<file path="config.mk">
export PLATFORM = sky130hd
export DESIGN_NAME = rotate_sub_swap_xor_alu
export DESIGN_NICKNAME = d
export VERILOG_FILES = /design/src/inc/alu_pkg.sv /design/src/rtl/rotate_sub_swap_xor_alu.sv
export VERILOG_INCLUDE_DIRS = /design/src /design/src/inc
export SDC_FILE = /design/constraint.sdc
export NUM_CORES = 1
export LEC_CHECK = 0
export CELL_PAD_IN_SITES_DETAIL_PLACEMENT = 1
export CELL_PAD_IN_SITES_GLOBAL_PLACEMENT = 1
export CORE_ASPECT_RATIO = 0.7
export CORE_MARGIN = 3
export CORE_UTILIZATION = 30
export CTS_CLUSTER_SIZE = 25
export DETAILED_ROUTE_END_ITERATION = 12
export DONT_BUFFER_PORTS = 1
export PLACE_DENSITY = 0.53
export SLEW_MARGIN = 30
export SYNTH_ARGS = -nofsm -noshare
export SYNTH_HDL_FRONTEND = slang
export SYNTH_SLANG_ARGS = --single-unit
export TNS_END_PERCENT = 30
</file>
<file path="constraint.sdc">
create_clock -name core_clk -period 10.5 [get_ports core_clk]
set_clock_uncertainty 0.05 [all_clocks]
set_input_delay 1.575 -clock core_clk [delete_from_list [all_inputs] [get_ports core_clk]]
set_output_delay 1.575 -clock core_clk [all_outputs]
set_load 0.05 [all_outputs]
</file>
<file path="src/inc/alu_defs.svh">
// constants for the rotate/subtract/swap/xor datapath slice
// assumes inclusion by bare name from the package and the datapath
`ifndef ALU_DEFS_SVH
`define ALU_DEFS_SVH

`define ALU_DATA_W 8
`define ALU_ADDR_W 5
`define ALU_FILE_DEPTH 32
`define ALU_NIB_W 4
`define ALU_DEST_ACCUM 1'b0
`define ALU_DEST_FILE 1'b1
`define ALU_DIR_SEL_A 5'h06
`define ALU_DIR_SEL_B 5'h07
`define ALU_ACCUM_RST 8'h00
`define ALU_FILE_RST 8'h00
`define ALU_DIR_RST 8'hFF
`define ALU_FLAG_RST 1'b0

`endif

</file>
<file path="src/inc/alu_pkg.sv">
// types shared by the datapath slice and its bench
// assumes alu_defs.svh is on the include path
`include "alu_defs.svh"

package alu_pkg;

    // operation selector; load_literal and store_accum only fill registers
    typedef enum logic [3:0] {
        op_nop,
        rotate_left_through_rollover,
        rotate_right_through_rollover,
        subtract_accum_from_file,
        nibble_exchange,
        direction_load,
        literal_exclusive_or,
        file_exclusive_or,
        op_load_literal,
        op_store_accum
    } alu_op_t;

    // one instruction as it arrives in a cycle
    typedef struct packed {
        logic valid;
        alu_op_t op;
        logic [`ALU_ADDR_W-1:0] addr;
        logic dest;
        logic [`ALU_DATA_W-1:0] lit;
    } instr_t;

    // status flags kept by the slice
    typedef struct packed {
        logic rollover;
        logic nibble_rollover_flag;
        logic result_null;
    } flags_t;

endpackage

</file>
<file path="src/rtl/rotate_sub_swap_xor_alu.sv">
// datapath slice: rotate, subtract, nibble exchange, direction load, xor
// assumes one instruction per enabled cycle, inputs synchronous to core_clk
//
// Contract
// RULE1 - rotate left moves file bits up, top bit leaves through rollover only
// RULE2 - rotate right moves file bits down, low bit leaves through rollover only
// RULE3 - destination bit 0 writes accumulator, 1 writes the addressed file register
// RULE4 - subtract computes file minus accumulator, updates rollover, nibble rollover, null
// RULE5 - nibble exchange swaps bits 3:0 and 7:4, no flag changes
// RULE6 - direction load copies accumulator to direction register 6 or 7, no flags
// RULE7 - literal xor combines accumulator with an eight-bit literal, 0 to 255
// RULE8 - file xor combines accumulator with file register, only null flag updates
// RULE9 - subtract result goes by destination bit, file address covers 0 to 31
// RULE10 - rotate puts old rollover into vacated bit, outgoing bit becomes rollover
// RULE11 - literal xor writes accumulator; null flag set when xor result is zero
`timescale 1ns/1ps
`include "alu_defs.svh"

module rotate_sub_swap_xor_alu
    import alu_pkg::*;
(
    input wire logic core_clk,
    input wire logic rst,
    input wire logic ce,
    input wire instr_t instr,
    output logic [`ALU_DATA_W-1:0] accum_q,
    output flags_t flags_q,
    output logic [`ALU_DATA_W-1:0] dir_a_q,
    output logic [`ALU_DATA_W-1:0] dir_b_q,
    output logic [`ALU_DATA_W-1:0] result_q,
    output logic done_q
);

    // true for operations that carry a destination bit
    function automatic logic has_dest(input alu_op_t op);
        case (op)
            rotate_left_through_rollover,
            rotate_right_through_rollover,
            subtract_accum_from_file,
            nibble_exchange,
            file_exclusive_or: has_dest = 1'b1;
            default: has_dest = 1'b0;
        endcase
    endfunction

    // file register bank, 32 words, one write port
    logic [`ALU_DATA_W-1:0] file_q [`ALU_FILE_DEPTH];

    wire go = ce & instr.valid;
    wire [`ALU_DATA_W-1:0] file_rd = file_q[instr.addr]; // [RULE9]
    wire [`ALU_DATA_W-1:0] w_val = accum_q;

    // rotates pass the old rollover into the freed bit [RULE10]
    wire [`ALU_DATA_W-1:0] rot_l = {file_rd[`ALU_DATA_W-2:0], flags_q.rollover}; // [RULE1]
    wire [`ALU_DATA_W-1:0] rot_r = {flags_q.rollover, file_rd[`ALU_DATA_W-1:1]}; // [RULE2]

    // subtract via 9-bit difference; rollover set means no borrow
    wire [`ALU_DATA_W:0] diff = {1'b0, file_rd} - {1'b0, w_val}; // [RULE4]
    wire [`ALU_NIB_W:0] nib_diff = {1'b0, file_rd[`ALU_NIB_W-1:0]}
        - {1'b0, w_val[`ALU_NIB_W-1:0]};

    wire [`ALU_DATA_W-1:0] swap_v = {file_rd[`ALU_NIB_W-1:0],
        file_rd[`ALU_DATA_W-1:`ALU_NIB_W]}; // [RULE5]
    wire [`ALU_DATA_W-1:0] xorl_v = w_val ^ instr.lit; // [RULE7]
    wire [`ALU_DATA_W-1:0] xorf_v = w_val ^ file_rd; // [RULE8]

    // result selection per operation
    logic [`ALU_DATA_W-1:0] res_d;
    always_comb begin
        case (instr.op)
            rotate_left_through_rollover: res_d = rot_l;
            rotate_right_through_rollover: res_d = rot_r;
            subtract_accum_from_file: res_d = diff[`ALU_DATA_W-1:0];
            nibble_exchange: res_d = swap_v;
            direction_load: res_d = w_val;
            literal_exclusive_or: res_d = xorl_v;
            file_exclusive_or: res_d = xorf_v;
            op_load_literal: res_d = instr.lit;
            op_store_accum: res_d = w_val;
            default: res_d = `ALU_DATA_W'h00;
        endcase
    end

    // destination steering
    wire dest_ok = has_dest(instr.op);
    wire to_file = go & dest_ok & (instr.dest == `ALU_DEST_FILE); // [RULE3]
    wire store_file = go & (instr.op == op_store_accum);
    wire file_we = to_file | store_file;
    wire to_accum = go & ((dest_ok & (instr.dest == `ALU_DEST_ACCUM)) // [RULE3] [RULE9]
        | (instr.op == literal_exclusive_or) // [RULE11]
        | (instr.op == op_load_literal));

    // direction loads only for selector 6 or 7; other selectors are ignored
    wire dir_a_we = go & (instr.op == direction_load) & (instr.addr == `ALU_DIR_SEL_A);
    wire dir_b_we = go & (instr.op == direction_load) & (instr.addr == `ALU_DIR_SEL_B);

    // flag next values; only the flags each operation names may move
    wire is_sub = (instr.op == subtract_accum_from_file);
    wire is_xor = (instr.op == literal_exclusive_or) | (instr.op == file_exclusive_or);
    flags_t flags_d;
    always_comb begin
        flags_d = flags_q;
        if (instr.op == rotate_left_through_rollover) begin
            flags_d.rollover = file_rd[`ALU_DATA_W-1]; // [RULE1] [RULE10]
        end else if (instr.op == rotate_right_through_rollover) begin
            flags_d.rollover = file_rd[0]; // [RULE2] [RULE10]
        end else if (is_sub) begin
            flags_d.rollover = ~diff[`ALU_DATA_W]; // [RULE4]
            flags_d.nibble_rollover_flag = ~nib_diff[`ALU_NIB_W];
            flags_d.result_null = (diff[`ALU_DATA_W-1:0] == `ALU_DATA_W'h00);
        end else if (is_xor) begin
            flags_d.result_null = (res_d == `ALU_DATA_W'h00); // [RULE8] [RULE11]
        end
    end

    // file bank write; the generate keeps each word's reset and enable local
    for (genvar g = 0; g < `ALU_FILE_DEPTH; g++) begin : g_file
        always_ff @(posedge core_clk) begin
            if (rst) begin
                file_q[g] <= `ALU_FILE_RST;
            end else if (file_we && instr.addr == `ALU_ADDR_W'(g)) begin
                file_q[g] <= res_d; // [RULE3] [RULE9]
            end
        end
    end

    // accumulator and flags
    always_ff @(posedge core_clk) begin
        if (rst) begin
            accum_q <= `ALU_ACCUM_RST;
            flags_q <= '{`ALU_FLAG_RST, `ALU_FLAG_RST, `ALU_FLAG_RST};
        end else if (go) begin
            if (to_accum) begin
                accum_q <= res_d; // [RULE3] [RULE7] [RULE11]
            end
            flags_q <= flags_d;
        end
    end

    // direction registers reset to all-ones so pins start as inputs
    always_ff @(posedge core_clk) begin
        if (rst) begin
            dir_a_q <= `ALU_DIR_RST;
            dir_b_q <= `ALU_DIR_RST;
        end else begin
            if (dir_a_we) begin
                dir_a_q <= w_val; // [RULE6]
            end
            if (dir_b_we) begin
                dir_b_q <= w_val; // [RULE6]
            end
        end
    end

    // last result and completion pulse for observation
    always_ff @(posedge core_clk) begin
        if (rst) begin
            result_q <= `ALU_DATA_W'h00;
            done_q <= 1'b0;
        end else if (ce) begin
            done_q <= instr.valid;
            if (instr.valid) begin
                result_q <= res_d;
            end
        end
    end
endmodule

</file>
# After elaboration in Yosys (flattened, before gate mapping)
# Memory sizes are Yosys's and may differ from the RTL's.
# Index checks and enable logic that the tools add are counted.
[totals]
register_bits = 36
mem_bits_rw = 256
input_bits = 22
elab_cells = 284
mem_count = 1
[classes]
add_sub_neg = 2
eq_ne = 40
mux = 137
bitwise = 52
n_reduce_logical = 44
[mem_list]
columns = ["memory", "depth", "width", "rd", "rd_clocked_by_memory_dff", "write_ports", "line_no", "text"]
rows = [
  ["file_q", 32, 8, 1, 0, 32, "rotate_sub_swap_xor_alu.sv:47", "logic [`ALU_DATA_W-1:0] file_q [`ALU_FILE_DEPTH];"],
]
[ops]
columns = ["op", "n"]
rows = [
  ["2-to-1 mux 8 bit", 32],
  ["2-to-1 mux 1 bit", 103],
  ["== test 5 bit (second input constant)", 16],
  ["one-hot mux 8 bit (8 select lines)", 1],
  ["== test 5 x 4 -> 1 bit (second input constant)", 8],
  ["bitwise OR 1 bit", 36],
  ["logical AND 1 bit", 32],
  ["== test 5 x 3 -> 1 bit (second input constant)", 4],
  ["== test 4 x 3 -> 1 bit (second input constant)", 4],
  ["logical NOT 8 bit", 2],
  ["XOR 8 bit", 2],
  ["== test 5 x 2 -> 1 bit (second input constant)", 2],
  ["bitwise AND 1 bit", 9],
  ["subtractor 8 x 8 -> 9 bit", 1],
  ["== test 4 x 2 -> 1 bit (second input constant)", 2],
  ["== test 4 bit (second input constant)", 2],
  ["AND reduction 4 bit", 2],
  ["AND reduction 2 bit", 3],
  ["== test 5 x 1 -> 1 bit (second input constant)", 1],
  ["logical NOT 5 bit", 1],
  ["inverter 1 bit", 5],
  ["OR reduction 5 bit", 1],
  ["subtractor 4 x 4 -> 5 bit", 1],
  ["== test 4 x 1 -> 1 bit (second input constant)", 1],
  ["other kinds (4)", 4],
]

# Logic depth before layout (Yosys ltp)
[depth]
depth_word = 11
mapped_depth = 21

# Worst setup path after synthesis
# No wires, ideal clock.
[synth_path]
path_kind = "input to register"
from = "in instr[10] (netlist name)"
to = "mem file_q[0][4] (netlist name) (data pin)"
setup_time_ps = 259
t_arrival_ps = 4929
t_required_ps = 10191
setup_slack_ps = 5262
path_stages = 19
path_cell_list = "buf_6 -> buf_12 -> buf_6 -> mux4_2 -> or2_0 -> a211oi_2 -> a31oi_2 -> inv_1 -> ha_1 -> inv_1 -> fa_1 -> nand3_1 -> nand2_1 -> xor2_1 -> a221o_1 -> a221o_1 -> a221oi_4 -> buf_2 -> nor2_1"
[synth_rtl]
columns = ["element", "line_no", "text"]
rows = [
  ["start, declared", "rotate_sub_swap_xor_alu.sv:25", "input wire instr_t instr,"],
  ["end, declared", "rotate_sub_swap_xor_alu.sv:47", ""],
]

# Final worst setup path
[layout_path]
from = "in instr[10] (netlist name)"
to = "reg flags_q[0] (netlist name)"
[layout_via]
elab_chain_len = 6
elab_cells_between_ends = 8
cone_classes = "add/sub (1); mux (3); bitwise (1); reduce/logical (2); memory (1)"
[layout_lines]
columns = ["element", "line_no", "text"]
rows = [
  ["memory read (32 x 8 bit) *", "-", ""],
  ["subtractor 8 x 8 -> 9 bit or XOR 8 bit (tied branches)", "rotate_sub_swap_xor_alu.sv:58, rotate_sub_swap_xor_alu.sv:65", ""],
  ["one-hot mux 8 bit (8 select lines)", "rotate_sub_swap_xor_alu.sv:70", "case (instr.op)"],
  ["logical NOT 8 bit", "rotate_sub_swap_xor_alu.sv:112", "flags_d.result_null = (res_d == `ALU_DATA_W'h00);"],
  ["2-to-1 mux 1 bit", "rotate_sub_swap_xor_alu.sv:111", "end else if (is_xor) begin"],
  ["2-to-1 mux 1 bit *", "rotate_sub_swap_xor_alu.sv:107", "end else if (is_sub) begin"],
  ["end signal, assigned", "rotate_sub_swap_xor_alu.sv:131", "flags_q <= '{`ALU_FLAG_RST, `ALU_FLAG_RST, `ALU_FLAG_RST};"],
  ["end signal, assigned", "rotate_sub_swap_xor_alu.sv:136", "flags_q <= flags_d;"],
  ["end, declared", "rotate_sub_swap_xor_alu.sv:27", "output flags_t flags_q,"],
]
# Every way passes the cells marked *; elsewhere a longest branch is shown, timed or not. The select of a mux whose other input is x is not followed.
# A chain may end at the register's enable or synchronous reset.

==> results_dict.tcl <==
set metrics [dict create \
    yosys_warning_total 0 \
    grt_pass1_wl_um 68800 \
    final_cells 1719 \
    grt_antenna_before_repair 1 \
    critical_path.endpoint_type "register" \
    initial_core_util_pct 30.7 \
    detailedPlace.worstSlack_ns 4.70 \
    totalNegativeSetupSlack_ns 0 \
    synthesis.area_um2 14000 \
    p_int_mw 1.97 \
    dr.pass1.iters 5 \
    drv_cap 0 \
    cts_resized 0 \
    grt_max_degree 82 \
    route.detailed.vias_per_inst 5.42 \
    layout.cells.most_common "sky130_fd_sc_hd__nor2_1" \
    power.sequential.fraction_pct 49.8 \
    mostFrequentLayoutCells "315 x sky130_fd_sc_hd__nor2_1, 256 x sky130_fd_sc_hd__edfxtp_1, 52 x sky130_fd_sc_hd__nand2_1, 49 x sky130_fd_sc_hd__mux4_2" \
    final_critical_path_setup_slack_ns 5.19 \
    synth_top_area_share_pct 55.0 \
    grt_util_all_layers_pct 18.8 \
    dominantRegCellSynth "sky130_fd_sc_hd__edfxtp_1" \
    port_buffers 0 \
    path_clk_slew_ns 0.06 \
    area.growth.synth_to_final_pct 10.3 \
    tightest_slew_ns 0.925 \
    sw_ratio_pct 25.7 \
    place.detailed.instances 1666 \
    final_layout_size_suffix_gt1_share_pct 12.0 \
    relative_max_transition_margin_pct 38.0 \
    cts_num_sinks 292 \
    p_leak_nw 5.26 \
    powerDensity_nw_per_um2 172 \
    period_share_pct 50.6 \
    seq_area_frac_synth_pct 60.2 \
    num_rows 65 \
    routabilityCongestion 0.876 \
    hpwl_um 31600 \
    cts_tree "built" \
    mappedNetlistNets 1155 \
    power.switching_mw 0.683 \
    worst_skew_pair.late_latency_ns 0.57 \
    yosys_top_cell_by_area "sky130_fd_sc_hd__edfxtp_1" \
    max_freq_mhz 188 \
    synth_enable_flop_cells 256 \
    cts_max_path_buffers 3 \
    cts-htree-levels 1 \
    ys_top_cells_by_area "sky130_fd_sc_hd__edfxtp_1 55%, sky130_fd_sc_hd__nor2_1 8.5%, sky130_fd_sc_hd__mux4_2 7.9%" \
    root_buffer_master "sky130_fd_sc_hd__clkbuf_16" \
    die-area_um2 49300 \
    finalCoreUtilization_pct 33.8 \
    status "complete, no violations" \
    vdd_ir_drop_max_mv 0.111 \
    worst-endpoint-required_ns 10.96 \
    setup_viol 0 \
    syn_area_per_cell_um2 12.5 \
    cts.repair_timing.setup_buffer_count 0 \
    report.final.hold_viol_count 0 \
    via_count 9324 \
    drc 0 \
    detail_route.wirelength_um 46900 \
    drt.antenna.violating_nets 0 \
    worst_ep_arrival_time_ns 5.77 \
    ys_seq_elements 292 \
    synthArstFlopShare_pct 0 \
    final_max_slew_viol_count 0 \
    chipHeight_um 187 \
    cp_max_fo 81 \
    synthesis.instances 1122 \
    die_w_um 264 \
    final_nets 1127 \
    total_design_power_mw 2.65 \
    via_count_of_the_first_global_routing_pass 9220 \
    crit_path_start_kind "input pin" \
    coreArea_um2 45500 \
    clock_power_share_pct 39.7 \
    route.detailed.wl_per_inst_um 27.3 \
    worst_min_path_class "register to register" \
    diode_count 0 \
    hold_buffers 0 \
    first_iter_violations 1044 \
    final_period_minus_worst_setup_slack_ns 5.31 \
    globalRouteOverflowTotal 0 \
    rsz0062_at_grt "no" \
    synth_cell_type_count 71 \
    top_level_ports 58 \
    final.fill_count 4895 \
    combPwrFrac_pct 10.5 \
    cp_class "input pin to register" \
    numCtsBuffers 29 \
]
-- flip-flops by register name, indices dropped and copies added, names as in the netlist --
register	cells
file_q	256
accum_q	8
dir_a_q	8
dir_b_q	8
result_q	8
flags_q	3
done_q	1
-- path summary, 6_finish.rpt --
check	end	cells after the start	slack (ns)	from
hold reg to reg	accum_q[4]	3	0.68	accum_q[4]
setup reg to reg	flags_q[0]	15	5.84	file_q[28][3]
setup / recovery	flags_q[0]	15	5.19	instr[10]
hold / removal	accum_q[4]	3	0.68	accum_q[4]
-- synthesized netlist by cell type, types with 8 or more instances --
cell and instances:
sky130_fd_sc_hd__nor2_1 316, sky130_fd_sc_hd__edfxtp_1 256, sky130_fd_sc_hd__nand2_1 52, sky130_fd_sc_hd__mux4_2 49
sky130_fd_sc_hd__buf_2 39, sky130_fd_sc_hd__dfxtp_1 36, sky130_fd_sc_hd__mux2i_1 36, sky130_fd_sc_hd__a21o_1 33
sky130_fd_sc_hd__clkbuf_1 24, sky130_fd_sc_hd__nor2b_1 22, sky130_fd_sc_hd__a211oi_1 21, sky130_fd_sc_hd__a211o_1 18
sky130_fd_sc_hd__inv_1 17, sky130_fd_sc_hd__o21ai_0 16, sky130_fd_sc_hd__a21oi_1 12, sky130_fd_sc_hd__nand2b_1 11
sky130_fd_sc_hd__nor3_1 11, sky130_fd_sc_hd__xnor2_1 11, sky130_fd_sc_hd__ha_1 10, sky130_fd_sc_hd__a22oi_1 9
sky130_fd_sc_hd__o221ai_1 8
-- power by group through the flow --
stage,logic (mW),registers (mW),clock network [mW]
after floorplan,0.199,1.34,0
after global placement,0.276,1.35,0
after detailed placement,0.276,1.35,0
after CTS,0.278,1.32,1.08
after global routing,0.297,1.32,1.13
final,0.279,1.32,1.05
-- per-stage QoR --
step,hold WS (ns),area [µm²]
floorplan,0.644,14000
global placement,0.667,14500
detailed placement,0.671,14500
CTS,0.680,15400
global route,0.697,15400
finish,0.680,15400
-- cells by family (layout without fill, tap and decap cells) --
| group | after synthesis | in the layout | share of synthesized area, % |
|---|---|---|---|
| AND/OR/NAND/NOR | 447 | 447 | 13.6 |
| buffers and inverters | 96 | 90 | 3.56 |
| adder cells (fa/ha/maj) | 11 | 11 | 1.04 |
| multiplexers | 87 | 87 | 10.6 |
| XOR/XNOR | 15 | 15 | 0.940 |
| AO/OA/AOI/OAI | 174 | 174 | 10.1 |
| flip-flops | 292 | 292 | 60.2 |
-- worst max-delay path, stage by stage --
cell	delay, ns
sky130_fd_sc_hd__mux4_2	0.52
sky130_fd_sc_hd__a22o_1	0.25
sky130_fd_sc_hd__a211oi_1	0.29
sky130_fd_sc_hd__a221o_1	0.33
sky130_fd_sc_hd__inv_1	0.16
sky130_fd_sc_hd__ha_1	0.32
sky130_fd_sc_hd__a21oi_1	0.18
sky130_fd_sc_hd__nand2_1	0.15
sky130_fd_sc_hd__xor2_1	0.19
sky130_fd_sc_hd__a221o_1	0.31
sky130_fd_sc_hd__a221o_1	0.32
sky130_fd_sc_hd__a221oi_4	0.19
sky130_fd_sc_hd__buf_4	0.46
sky130_fd_sc_hd__and3_1	0.23
sky130_fd_sc_hd__a41o_1	0.17
-- cell type report --
class	instances	area [µm²]	share of cell area (%)
clock buffers	40	807	5.24
clock inverters	13	126	0.820
inverters	18	67.6	0.438
multi-input cells	734	5100	33.1
flip-flops and latches	292	8410	54.6
well taps	603	754	4.90
repair buffers	19	143	0.926
-- per-layer routing --
layer  share of wire, %  track usage [%]
met1                 52             32.2
met2                 38             23.6
met3                8.4             4.69
met4                1.2             2.49
met5              0.026                0
Note: power is estimated with default switching activity, not from simulation.
